[config.mk]
export PLATFORM = sky130hd
export DESIGN_NAME = mul_nop_or_byte_execute
export DESIGN_NICKNAME = d
export VERILOG_FILES = /design/src/mul_nop_or_pkg.sv /design/src/byte_alu.sv /design/src/mul_nop_or_byte_execute.sv
export SDC_FILE = /design/constraint.sdc
export NUM_CORES = 1
export LEC_CHECK = 0
export BUFFER_PORTS_ARGS = -buffer_cell sky130_fd_sc_hd__buf_2
export CORE_MARGIN = 1
export CORE_UTILIZATION = 63
export CTS_CLUSTER_SIZE = 25
export DETAILED_ROUTE_END_ITERATION = 8
export PLACE_DENSITY = 0.95
export SYNTH_ARGS = -nofsm -noshare
export SYNTH_HDL_FRONTEND = slang
export SYNTH_SLANG_ARGS = --single-unit
[constraint.sdc]
create_clock -name core_clk_in -period 10.3 [get_ports core_clk_in]
set_input_delay 1.03 -clock core_clk_in [delete_from_list [all_inputs] [get_ports core_clk_in]]
set_output_delay 1.03 -clock core_clk_in [all_outputs]
set_load 0.05 [all_outputs]
[src/mul_nop_or_pkg.sv]
// Opcodes, timing and decode helpers for the multiply, no-operation and byte OR execute unit
package mul_nop_or_pkg;

  localparam logic [7:0] OPC_NOP         = 8'h00;
  localparam logic [7:0] OPC_MUL         = 8'ha4;
  localparam logic [7:0] OPC_OR_RN       = 8'h48;
  localparam logic [7:0] OPC_OR_RN_MASK  = 8'hf8;
  localparam logic [7:0] OPC_OR_IND      = 8'h46;
  localparam logic [7:0] OPC_OR_IND_MASK = 8'hfe;
  localparam logic [7:0] OPC_OR_DIR      = 8'h45;
  localparam logic [7:0] OPC_OR_IMM      = 8'h44;
  localparam logic [7:0] OPC_OR_DA       = 8'h42;
  localparam logic [7:0] OPC_OR_DI       = 8'h43;

  localparam int MC_CLKS = 12;
  localparam int CYC_ONE = 1;
  localparam int CYC_TWO = 2;
  localparam int CYC_MUL = 4;
  localparam int CNT_W   = 6;

  localparam logic [CNT_W-1:0] CNT_LAST    = 6'h01;
  localparam logic [1:0]       BYTES_ONE   = 2'h1;
  localparam logic [1:0]       BYTES_TWO   = 2'h2;
  localparam logic [1:0]       BYTES_THREE = 2'h3;
  localparam logic [2:0]       WREG_HI     = 3'h0;

  typedef enum logic [3:0] {
    K_NOP, K_MUL, K_OR_RN, K_OR_DIR, K_OR_IND, K_OR_IMM, K_OR_DA, K_OR_DI, K_BAD
  } op_kind_t;

  function automatic op_kind_t decode_op(input logic [7:0] opc);
    op_kind_t k;
    k = K_BAD;
    if (opc == OPC_NOP) k = K_NOP;
    else if (opc == OPC_MUL) k = K_MUL;
    else if ((opc & OPC_OR_RN_MASK) == OPC_OR_RN) k = K_OR_RN;
    else if ((opc & OPC_OR_IND_MASK) == OPC_OR_IND) k = K_OR_IND;
    else if (opc == OPC_OR_DIR) k = K_OR_DIR;
    else if (opc == OPC_OR_IMM) k = K_OR_IMM;
    else if (opc == OPC_OR_DA) k = K_OR_DA;
    else if (opc == OPC_OR_DI) k = K_OR_DI;
    return k;
  endfunction

  // Clocks of the instruction minus one
  function automatic logic [CNT_W-1:0] op_clocks(input op_kind_t k);
    int c;
    c = CYC_ONE;
    if (k == K_MUL) c = CYC_MUL;
    else if (k == K_OR_DI) c = CYC_TWO;
    return CNT_W'(c * MC_CLKS - 1);
  endfunction

  function automatic logic [1:0] op_bytes(input op_kind_t k);
    logic [1:0] b;
    b = BYTES_ONE;
    if (k == K_OR_DIR || k == K_OR_IMM || k == K_OR_DA) b = BYTES_TWO;
    else if (k == K_OR_DI) b = BYTES_THREE;
    return b;
  endfunction

  // Working register address inside the selected bank
  function automatic logic [7:0] wreg_addr(input logic [1:0] bank, input logic [2:0] idx);
    return {WREG_HI, bank, idx};
  endfunction

endpackage

[src/byte_alu.sv]
// Combinational unsigned multiplier and byte OR unit
module byte_alu (
  input  wire logic [7:0]  a_in,
  input  wire logic [7:0]  b_in,
  input  wire logic        mul_sel_in,
  output logic      [15:0] result_out
);
  always_comb begin
    if (mul_sel_in) begin
      result_out = {8'h00, a_in} * {8'h00, b_in};
    end else begin
      result_out = {8'h00, a_in | b_in};
    end
  end
endmodule

[src/mul_nop_or_byte_execute.sv]
// Execute sequencer for unsigned multiply, no-operation and the byte OR family
//
// Contract
// RULE1: Multiply unsigned; low to accumulator, high to multiplier.
// RULE2: Overflow set when high byte nonzero, else cleared.
// RULE3: Multiply always clears carry.
// RULE4: No-operation: one byte, one cycle, nothing changed.
// RULE5: Byte OR stores bitwise OR, flags untouched.
// RULE6: Six source and destination combinations supported.
// RULE7: Port destination reads output latch, not pins.
// RULE8: 01001rrr: working register ORed into accumulator.
// RULE9: 01000101: direct byte ORed into accumulator.
// RULE10: 0100011i: indirect RAM byte ORed into accumulator.
// RULE11: 01000100: immediate ORed into accumulator.
// RULE12: 01000010: accumulator ORed into direct byte.
// RULE13: 01000011: immediate ORed into direct byte, two cycles.
// RULE14: Direct destination reaches any RAM or SFR.
// RULE15: Multiply and no-operation use customary encodings.
module mul_nop_or_byte_execute (
  input  wire logic       core_clk_in,
  input  wire logic       rst_in,
  input  wire logic       ce_in,
  input  wire logic       start_in,
  input  wire logic [7:0] opcode_in,
  input  wire logic [7:0] operand1_in,
  input  wire logic [7:0] operand2_in,
  input  wire logic [1:0] bank_sel_in,
  input  wire logic [7:0] acc_in,
  input  wire logic [7:0] b_in,
  input  wire logic [7:0] mem_rdata_in,
  output logic            busy_out,
  output logic            done_out,
  output logic            illegal_out,
  output logic      [1:0] pc_step_out,
  output logic            acc_wr_out,
  output logic      [7:0] acc_data_out,
  output logic            b_wr_out,
  output logic      [7:0] b_data_out,
  output logic            cy_wr_out,
  output logic            cy_data_out,
  output logic            ov_wr_out,
  output logic            ov_data_out,
  output logic            mem_rd_out,
  output logic            mem_wr_out,
  output logic      [7:0] mem_addr_out,
  output logic      [7:0] mem_wdata_out,
  output logic            mem_indirect_out,
  output logic            mem_latch_out
);
  import mul_nop_or_pkg::*;

  typedef enum logic [1:0] {ST_IDLE, ST_PTR, ST_OPND, ST_HOLD} state_t;

  state_t                 state;
  state_t                 next_state;
  logic                   phase;
  logic                   next_phase;
  logic       [CNT_W-1:0] cnt;
  logic       [CNT_W-1:0] next_cnt;
  op_kind_t               kind_q;
  op_kind_t               next_kind_q;
  op_kind_t               start_kind;
  logic       [7:0]       op1_q;
  logic       [7:0]       next_op1_q;
  logic       [7:0]       op2_q;
  logic       [7:0]       next_op2_q;
  logic       [7:0]       opnd_q;
  logic       [7:0]       next_opnd_q;
  logic                   next_done;
  logic                   next_illegal;
  logic       [1:0]       next_pc_step;
  logic                   next_acc_wr;
  logic       [7:0]       next_acc_data;
  logic                   next_b_wr;
  logic       [7:0]       next_b_data;
  logic                   next_cy_wr;
  logic                   next_cy_data;
  logic                   next_ov_wr;
  logic                   next_ov_data;
  logic                   next_mem_rd;
  logic                   next_mem_wr;
  logic       [7:0]       next_mem_addr;
  logic       [7:0]       next_mem_wdata;
  logic                   next_mem_indirect;
  logic                   next_mem_latch;
  logic       [7:0]       alu_a;
  logic       [7:0]       alu_b;
  logic       [15:0]      alu_res;

  assign start_kind = decode_op(opcode_in);  // [RULE15] [RULE6]
  assign busy_out   = (state != ST_IDLE);

  ////////////////////////////////////////////////////////////////////////////
  // Operand selection and arithmetic

  always_comb begin
    alu_a = opnd_q;
    alu_b = acc_in;
    if (kind_q == K_MUL) begin
      alu_a = acc_in;  // [RULE1]
      alu_b = b_in;
    end else if (kind_q == K_OR_IMM) begin
      alu_a = op1_q;  // [RULE11]
    end else if (kind_q == K_OR_DI) begin
      alu_b = op2_q;  // [RULE13]
    end
  end

  byte_alu u_alu (
    .a_in       (alu_a),
    .b_in       (alu_b),
    .mul_sel_in (kind_q == K_MUL),
    .result_out (alu_res)
  );

  ////////////////////////////////////////////////////////////////////////////
  // Sequencer and result registers

  always_comb begin
    next_state        = state;
    next_phase        = phase;
    next_cnt          = cnt;
    next_kind_q       = kind_q;
    next_op1_q        = op1_q;
    next_op2_q        = op2_q;
    next_opnd_q       = opnd_q;
    next_done         = 1'b0;
    next_illegal      = 1'b0;
    next_pc_step      = pc_step_out;
    next_acc_wr       = 1'b0;
    next_acc_data     = acc_data_out;
    next_b_wr         = 1'b0;
    next_b_data       = b_data_out;
    next_cy_wr        = 1'b0;
    next_cy_data      = cy_data_out;
    next_ov_wr        = 1'b0;
    next_ov_data      = ov_data_out;
    next_mem_rd       = 1'b0;
    next_mem_wr       = 1'b0;
    next_mem_addr     = mem_addr_out;
    next_mem_wdata    = mem_wdata_out;
    next_mem_indirect = mem_indirect_out;
    next_mem_latch    = mem_latch_out;
    if (state != ST_IDLE) begin
      next_cnt = cnt - CNT_LAST;
    end
    case (state)
      ST_IDLE: begin
        if (start_in && start_kind == K_BAD) begin
          next_illegal = 1'b1;
        end else if (start_in) begin
          next_kind_q       = start_kind;
          next_op1_q        = operand1_in;
          next_op2_q        = operand2_in;
          next_cnt          = op_clocks(start_kind);  // [RULE1] [RULE4] [RULE13]
          next_phase        = 1'b0;
          next_mem_indirect = 1'b0;
          next_mem_latch    = 1'b0;
          next_state        = ST_HOLD;
          case (start_kind)
            K_OR_RN: begin
              next_state    = ST_OPND;
              next_mem_rd   = 1'b1;
              next_mem_addr = wreg_addr(bank_sel_in, opcode_in[2:0]);  // [RULE8]
            end
            K_OR_IND: begin
              next_state    = ST_PTR;
              next_mem_rd   = 1'b1;
              next_mem_addr = wreg_addr(bank_sel_in, {2'h0, opcode_in[0]});  // [RULE10]
            end
            K_OR_DIR: begin
              next_state    = ST_OPND;
              next_mem_rd   = 1'b1;
              next_mem_addr = operand1_in;  // [RULE9]
            end
            K_OR_DA, K_OR_DI: begin
              next_state     = ST_OPND;
              next_mem_rd    = 1'b1;
              next_mem_addr  = operand1_in;  // [RULE12] [RULE14]
              next_mem_latch = 1'b1;  // [RULE7]
            end
            default: begin
              next_state = ST_HOLD;
            end
          endcase
        end
      end
      ST_PTR: begin
        next_phase = ~phase;
        if (phase) begin
          next_state        = ST_OPND;
          next_mem_rd       = 1'b1;
          next_mem_addr     = mem_rdata_in;  // [RULE10]
          next_mem_indirect = 1'b1;
        end
      end
      ST_OPND: begin
        next_phase = ~phase;
        if (phase) begin
          next_opnd_q = mem_rdata_in;
          next_state  = ST_HOLD;
        end
      end
      ST_HOLD: begin
        if (cnt == CNT_LAST) begin
          next_state   = ST_IDLE;
          next_done    = 1'b1;
          next_pc_step = op_bytes(kind_q);  // [RULE4]
          case (kind_q)
            K_MUL: begin
              next_acc_wr   = 1'b1;
              next_acc_data = alu_res[7:0];  // [RULE1]
              next_b_wr     = 1'b1;
              next_b_data   = alu_res[15:8];  // [RULE1]
              next_ov_wr    = 1'b1;
              next_ov_data  = |alu_res[15:8];  // [RULE2]
              next_cy_wr    = 1'b1;
              next_cy_data  = 1'b0;  // [RULE3]
            end
            K_OR_RN, K_OR_DIR, K_OR_IND, K_OR_IMM: begin
              next_acc_wr   = 1'b1;
              next_acc_data = alu_res[7:0];  // [RULE5] [RULE6]
            end
            K_OR_DA, K_OR_DI: begin
              next_mem_wr       = 1'b1;
              next_mem_addr     = op1_q;  // [RULE14]
              next_mem_wdata    = alu_res[7:0];  // [RULE5] [RULE12] [RULE13]
              next_mem_indirect = 1'b0;
              next_mem_latch    = 1'b0;
            end
            default: begin
              next_acc_wr = 1'b0;  // [RULE4]
            end
          endcase
        end
      end
      default: begin
        next_state = ST_IDLE;
      end
    endcase
  end

  always_ff @(posedge core_clk_in or posedge rst_in) begin
    if (rst_in) begin
      state            <= ST_IDLE;
      phase            <= 1'b0;
      cnt              <= '0;
      kind_q           <= K_NOP;
      op1_q            <= 8'h00;
      op2_q            <= 8'h00;
      opnd_q           <= 8'h00;
      done_out         <= 1'b0;
      illegal_out      <= 1'b0;
      pc_step_out      <= 2'h0;
      acc_wr_out       <= 1'b0;
      acc_data_out     <= 8'h00;
      b_wr_out         <= 1'b0;
      b_data_out       <= 8'h00;
      cy_wr_out        <= 1'b0;
      cy_data_out      <= 1'b0;
      ov_wr_out        <= 1'b0;
      ov_data_out      <= 1'b0;
      mem_rd_out       <= 1'b0;
      mem_wr_out       <= 1'b0;
      mem_addr_out     <= 8'h00;
      mem_wdata_out    <= 8'h00;
      mem_indirect_out <= 1'b0;
      mem_latch_out    <= 1'b0;
    end else if (ce_in) begin
      state            <= next_state;
      phase            <= next_phase;
      cnt              <= next_cnt;
      kind_q           <= next_kind_q;
      op1_q            <= next_op1_q;
      op2_q            <= next_op2_q;
      opnd_q           <= next_opnd_q;
      done_out         <= next_done;
      illegal_out      <= next_illegal;
      pc_step_out      <= next_pc_step;
      acc_wr_out       <= next_acc_wr;
      acc_data_out     <= next_acc_data;
      b_wr_out         <= next_b_wr;
      b_data_out       <= next_b_data;
      cy_wr_out        <= next_cy_wr;
      cy_data_out      <= next_cy_data;
      ov_wr_out        <= next_ov_wr;
      ov_data_out      <= next_ov_data;
      mem_rd_out       <= next_mem_rd;
      mem_wr_out       <= next_mem_wr;
      mem_addr_out     <= next_mem_addr;
      mem_wdata_out    <= next_mem_wdata;
      mem_indirect_out <= next_mem_indirect;
      mem_latch_out    <= next_mem_latch;
    end
  end

  ////////////////////////////////////////////////////////////////////////////
  // Checks

  // Edges from the take to the sample of the done clock
  localparam int MUL_LAST = CYC_MUL * MC_CLKS;
  localparam int ONE_LAST = CYC_ONE * MC_CLKS;
  localparam int TWO_LAST = CYC_TWO * MC_CLKS;
endmodule

==> flow_summary_export.csv <==
group,metric,value,unit
critical_path,crit_path_start_kind,"flip-flop",
sta,finalClockSkew,0.0147,ns
detailed_routing,ant_nets,0,
detailed_routing,drc,0,
layout,instances_no_fill,913,
cts,clk_latency,0.38,ns
synth,ys_seq_elements,80,
place,pre_cts_ws,3.48,ns
synth,ys_types,69,
place,routabilityCongestion,0.998,
status,status,"finished clean",
place,dp_hpwl,12500,um
synth,synth.area.top_cells,"dfrtp_1 32%, fa_1 11%, ha_1 8.5%",
cts,cts_sinks,80,
critical_path,r2r_setup_slack,3.28,ns
synth,synthArstFlopShare,100,%
die,coreArea,9770,sq um
cts,clk_pin_slew_worst_paths,0.09,ns
sta,min_period,7.02,ns
synth,syn_area,6330,sq um
sta,max_slew.worst_pin.slew,1.24,ns
critical_path,path_max_fanout,11,
cts,clockRootBuffer,"clkbuf_8",
layout,drive_above_1_share,22.7,%
synth,netlist_instances,691,
critical_path,endpoint_kind,"flip-flop",
cts,cts_htree_levels,3,
grt,grt_use_total,33.3,%
die,row_count,36,
die,ios,101,
place,dp.cells,897,
synth,synth_top_area_cell,"dfrtp_1",
synth,syn_nets,824,
die,die_area,10500,sq um
hold_path,min_path_type,"flip-flop to flip-flop",
cts,cts-hold-fix-buffers,0,
synth,synth_top_area_share,31.6,%
grt,first_global_vias,5522,
layout,finalInstanceArea,7090,sq um
detailed_routing,avgRoutedWirePerCell,18.2,um
sta,setup_viol,0,
synth,synthFlopType,"dfrtp_1",
die,die_h,102,um
die,start_util,64.8,%
layout,fin_nets,908,
sta,fin_setup_tns,0,ns
sta,whs,0.492,ns
sta,grt_setup_unrepaired,"no",
detailed_routing,drt_iter0_drc,438,
place,postPlaceCellArea,6900,sq um
grt,grt_max_degree,81,
synth,synth.yosys.seq_area_share,31.6,%
grt,grt_pass1_wl,26600,um
layout,nFillCells,734,
cts,post-cts-setup-buffers,0,
die,fp.dieW,102,um
sta,setup_slack,3.28,ns
sta,slew_headroom,16.3,%
critical_path,cp.arrival,7.25,ns
sta,fin_crit_sh,68.1,%
grt,gr-total-overflow,0,
layout,num_antenna_cells,0,
critical_path,crit_type,"flip-flop to flip-flop",
sta,fmax,143,MHz
cts,cts_buffer_depth,2,
detailed_routing,vias,5629,
job,cap_violations,0,
cts,post_cts_resized,0,
synth,synth_edf_count,0,
detailed_routing,wl,16600,um
grt,antenna_found_initial,0,
layout,utilization,72.5,%
layout,area_delta_synth_final,12.0,%
synth,yosysWarnings,0,
place,io_buffers,99,
cts,cts_tree,"done",
cts,cts_inserted_buffers,9,
power,p_per_area,373,nW/um^2
sta,report.final.slew_viol_count,0,
power,worst_ir_drop_vdd,0.310,mV
critical_path,worstPathRequired,10.54,ns
detailed_routing,post_drt_via_cell_ratio,6.17,
synth,syn-mean-instance-area,9.16,sq um
sta,hold_violations,0,
synth,synth_most_common_cell,"nor2_1",
power,p_leak,3.61,nW
power,finalPower,2.65,mW
synth,synth_common_cells,"87 x nor2_1, 80 x dfrtp_1, 74 x inv_1, 51 x o21ai_0, 47 x nand2_1",
detailed_routing,firstDrtPassIters,5,
[critical path, cell delays in order (launching register included)]
cell and delay (ns):
dfrtp_1 0.52, nor4bb_2 1.11, mux2i_1 0.31, nand2_1 0.16, o21ai_1 0.20, or2_2 0.37, fa_1 0.52, fa_1 0.54
inv_1 0.05, fa_1 0.54, inv_1 0.06, fa_1 0.52, inv_1 0.04, ha_1 0.24, or3_1 0.45, o31ai_1 0.39
nor3b_1 0.33, o211ai_1 0.15, o31ai_1 0.25, o21ai_0 0.12
[flip-flops by register name, indices dropped and copies added (netlist names)]
name              count
op2_q                 8
acc_wr_out            1
kind_q                4
mem_wdata_out         8
pc_step_out           2
mem_wr_out            1
phase                 1
cnt                   6
ov_data_out           1
done_out              1
mem_addr_out          8
mem_indirect_out      1
ov_wr_out             1
opnd_q                8
state                 2
illegal_out           1
b_data_out            8
mem_latch_out         1
op1_q                 8
mem_rd_out            1
acc_data_out          8
[report_power, final]
part / leakage, nW / internal [mW] / switching, mW
clock network: 0.0941 / 0.0971 / 0.128
registers: 1.06 / 0.380 / 0.0561
logic: 2.46 / 0.813 / 1.17
[worst paths after layout]
check,start,cells past startpoint,endpoint
worst max-delay path,kind_q[2],19,ov_data_out
worst min-delay path,b_data_out[6],2,b_data_out[6]
worst max register to register,kind_q[2],19,ov_data_out
worst min register to register,b_data_out[6],2,b_data_out[6]
max in group asynchronous,rst_in,3,op2_q[3]
min in group asynchronous,rst_in,3,b_data_out[3]
[final cells by class]
type | instances | area [sq um] | area share, %
multi-input cells | 509 | 3950 | 55.7
well taps | 133 | 166 | 2.35
repair buffers | 101 | 510 | 7.20
clock buffers | 10 | 138 | 1.94
clock inverters | 6 | 47.5 | 0.671
flip-flops and latches | 80 | 2000 | 28.2
inverters | 74 | 279 | 3.94
[logic make-up after synthesis]
family / Yosys count / share of synthesized area [%]
buffers and inverters: 102 / 6.23
AND/OR/NAND/NOR: 211 / 15.8
adder cells (fa/ha/maj): 79 / 19.9
XOR/XNOR: 7 / 0.969
AO/OA/AOI/OAI: 156 / 16.1
flip-flops: 80 / 31.6
multiplexers: 55 / 9.33
other: 1 / 0.0592
[layout by cell type (no fill, tap or decap), drive strengths merged, types with 3 or more instances in the layout]
master  Yosys  layout
buf         5     101
nor2       87      87
dfrtp      80      80
inv        74      77
o21ai      61      61
nand2      48      48
ha         43      43
fa         36      36
a21oi      33      33
mux2       32      32
mux2i      23      23
or2        14      14
nand3      12      12
clkbuf     23      10
a22oi       9       9
nor3        8       8
o31ai       8       8
nor2b       7       7
nand2b      6       6
a211oi      5       5
or3         4       4
nor4        4       4
a21o        4       4
xor2        4       4
a31oi       3       3
o21a        3       3
a222oi      3       3
xnor2       3       3
nand3b      3       3
nor4b       3       3
or4         3       3
[layer usage]
| layer | routed length [um] | GRT usage, % | vias to the layer above |
|---|---|---|---|
| li1 | - | - | 2542 |
| met1 | 6510 | 42.5 | 2740 |
| met2 | 8280 | 55.3 | 290 |
| met3 | 1190 | 5.95 | 57 |
| met4 | 631 | 16.0 | 0 |
| met5 | 0 | 0 | - |
Note: power is estimated with default switching activity, not from simulation.
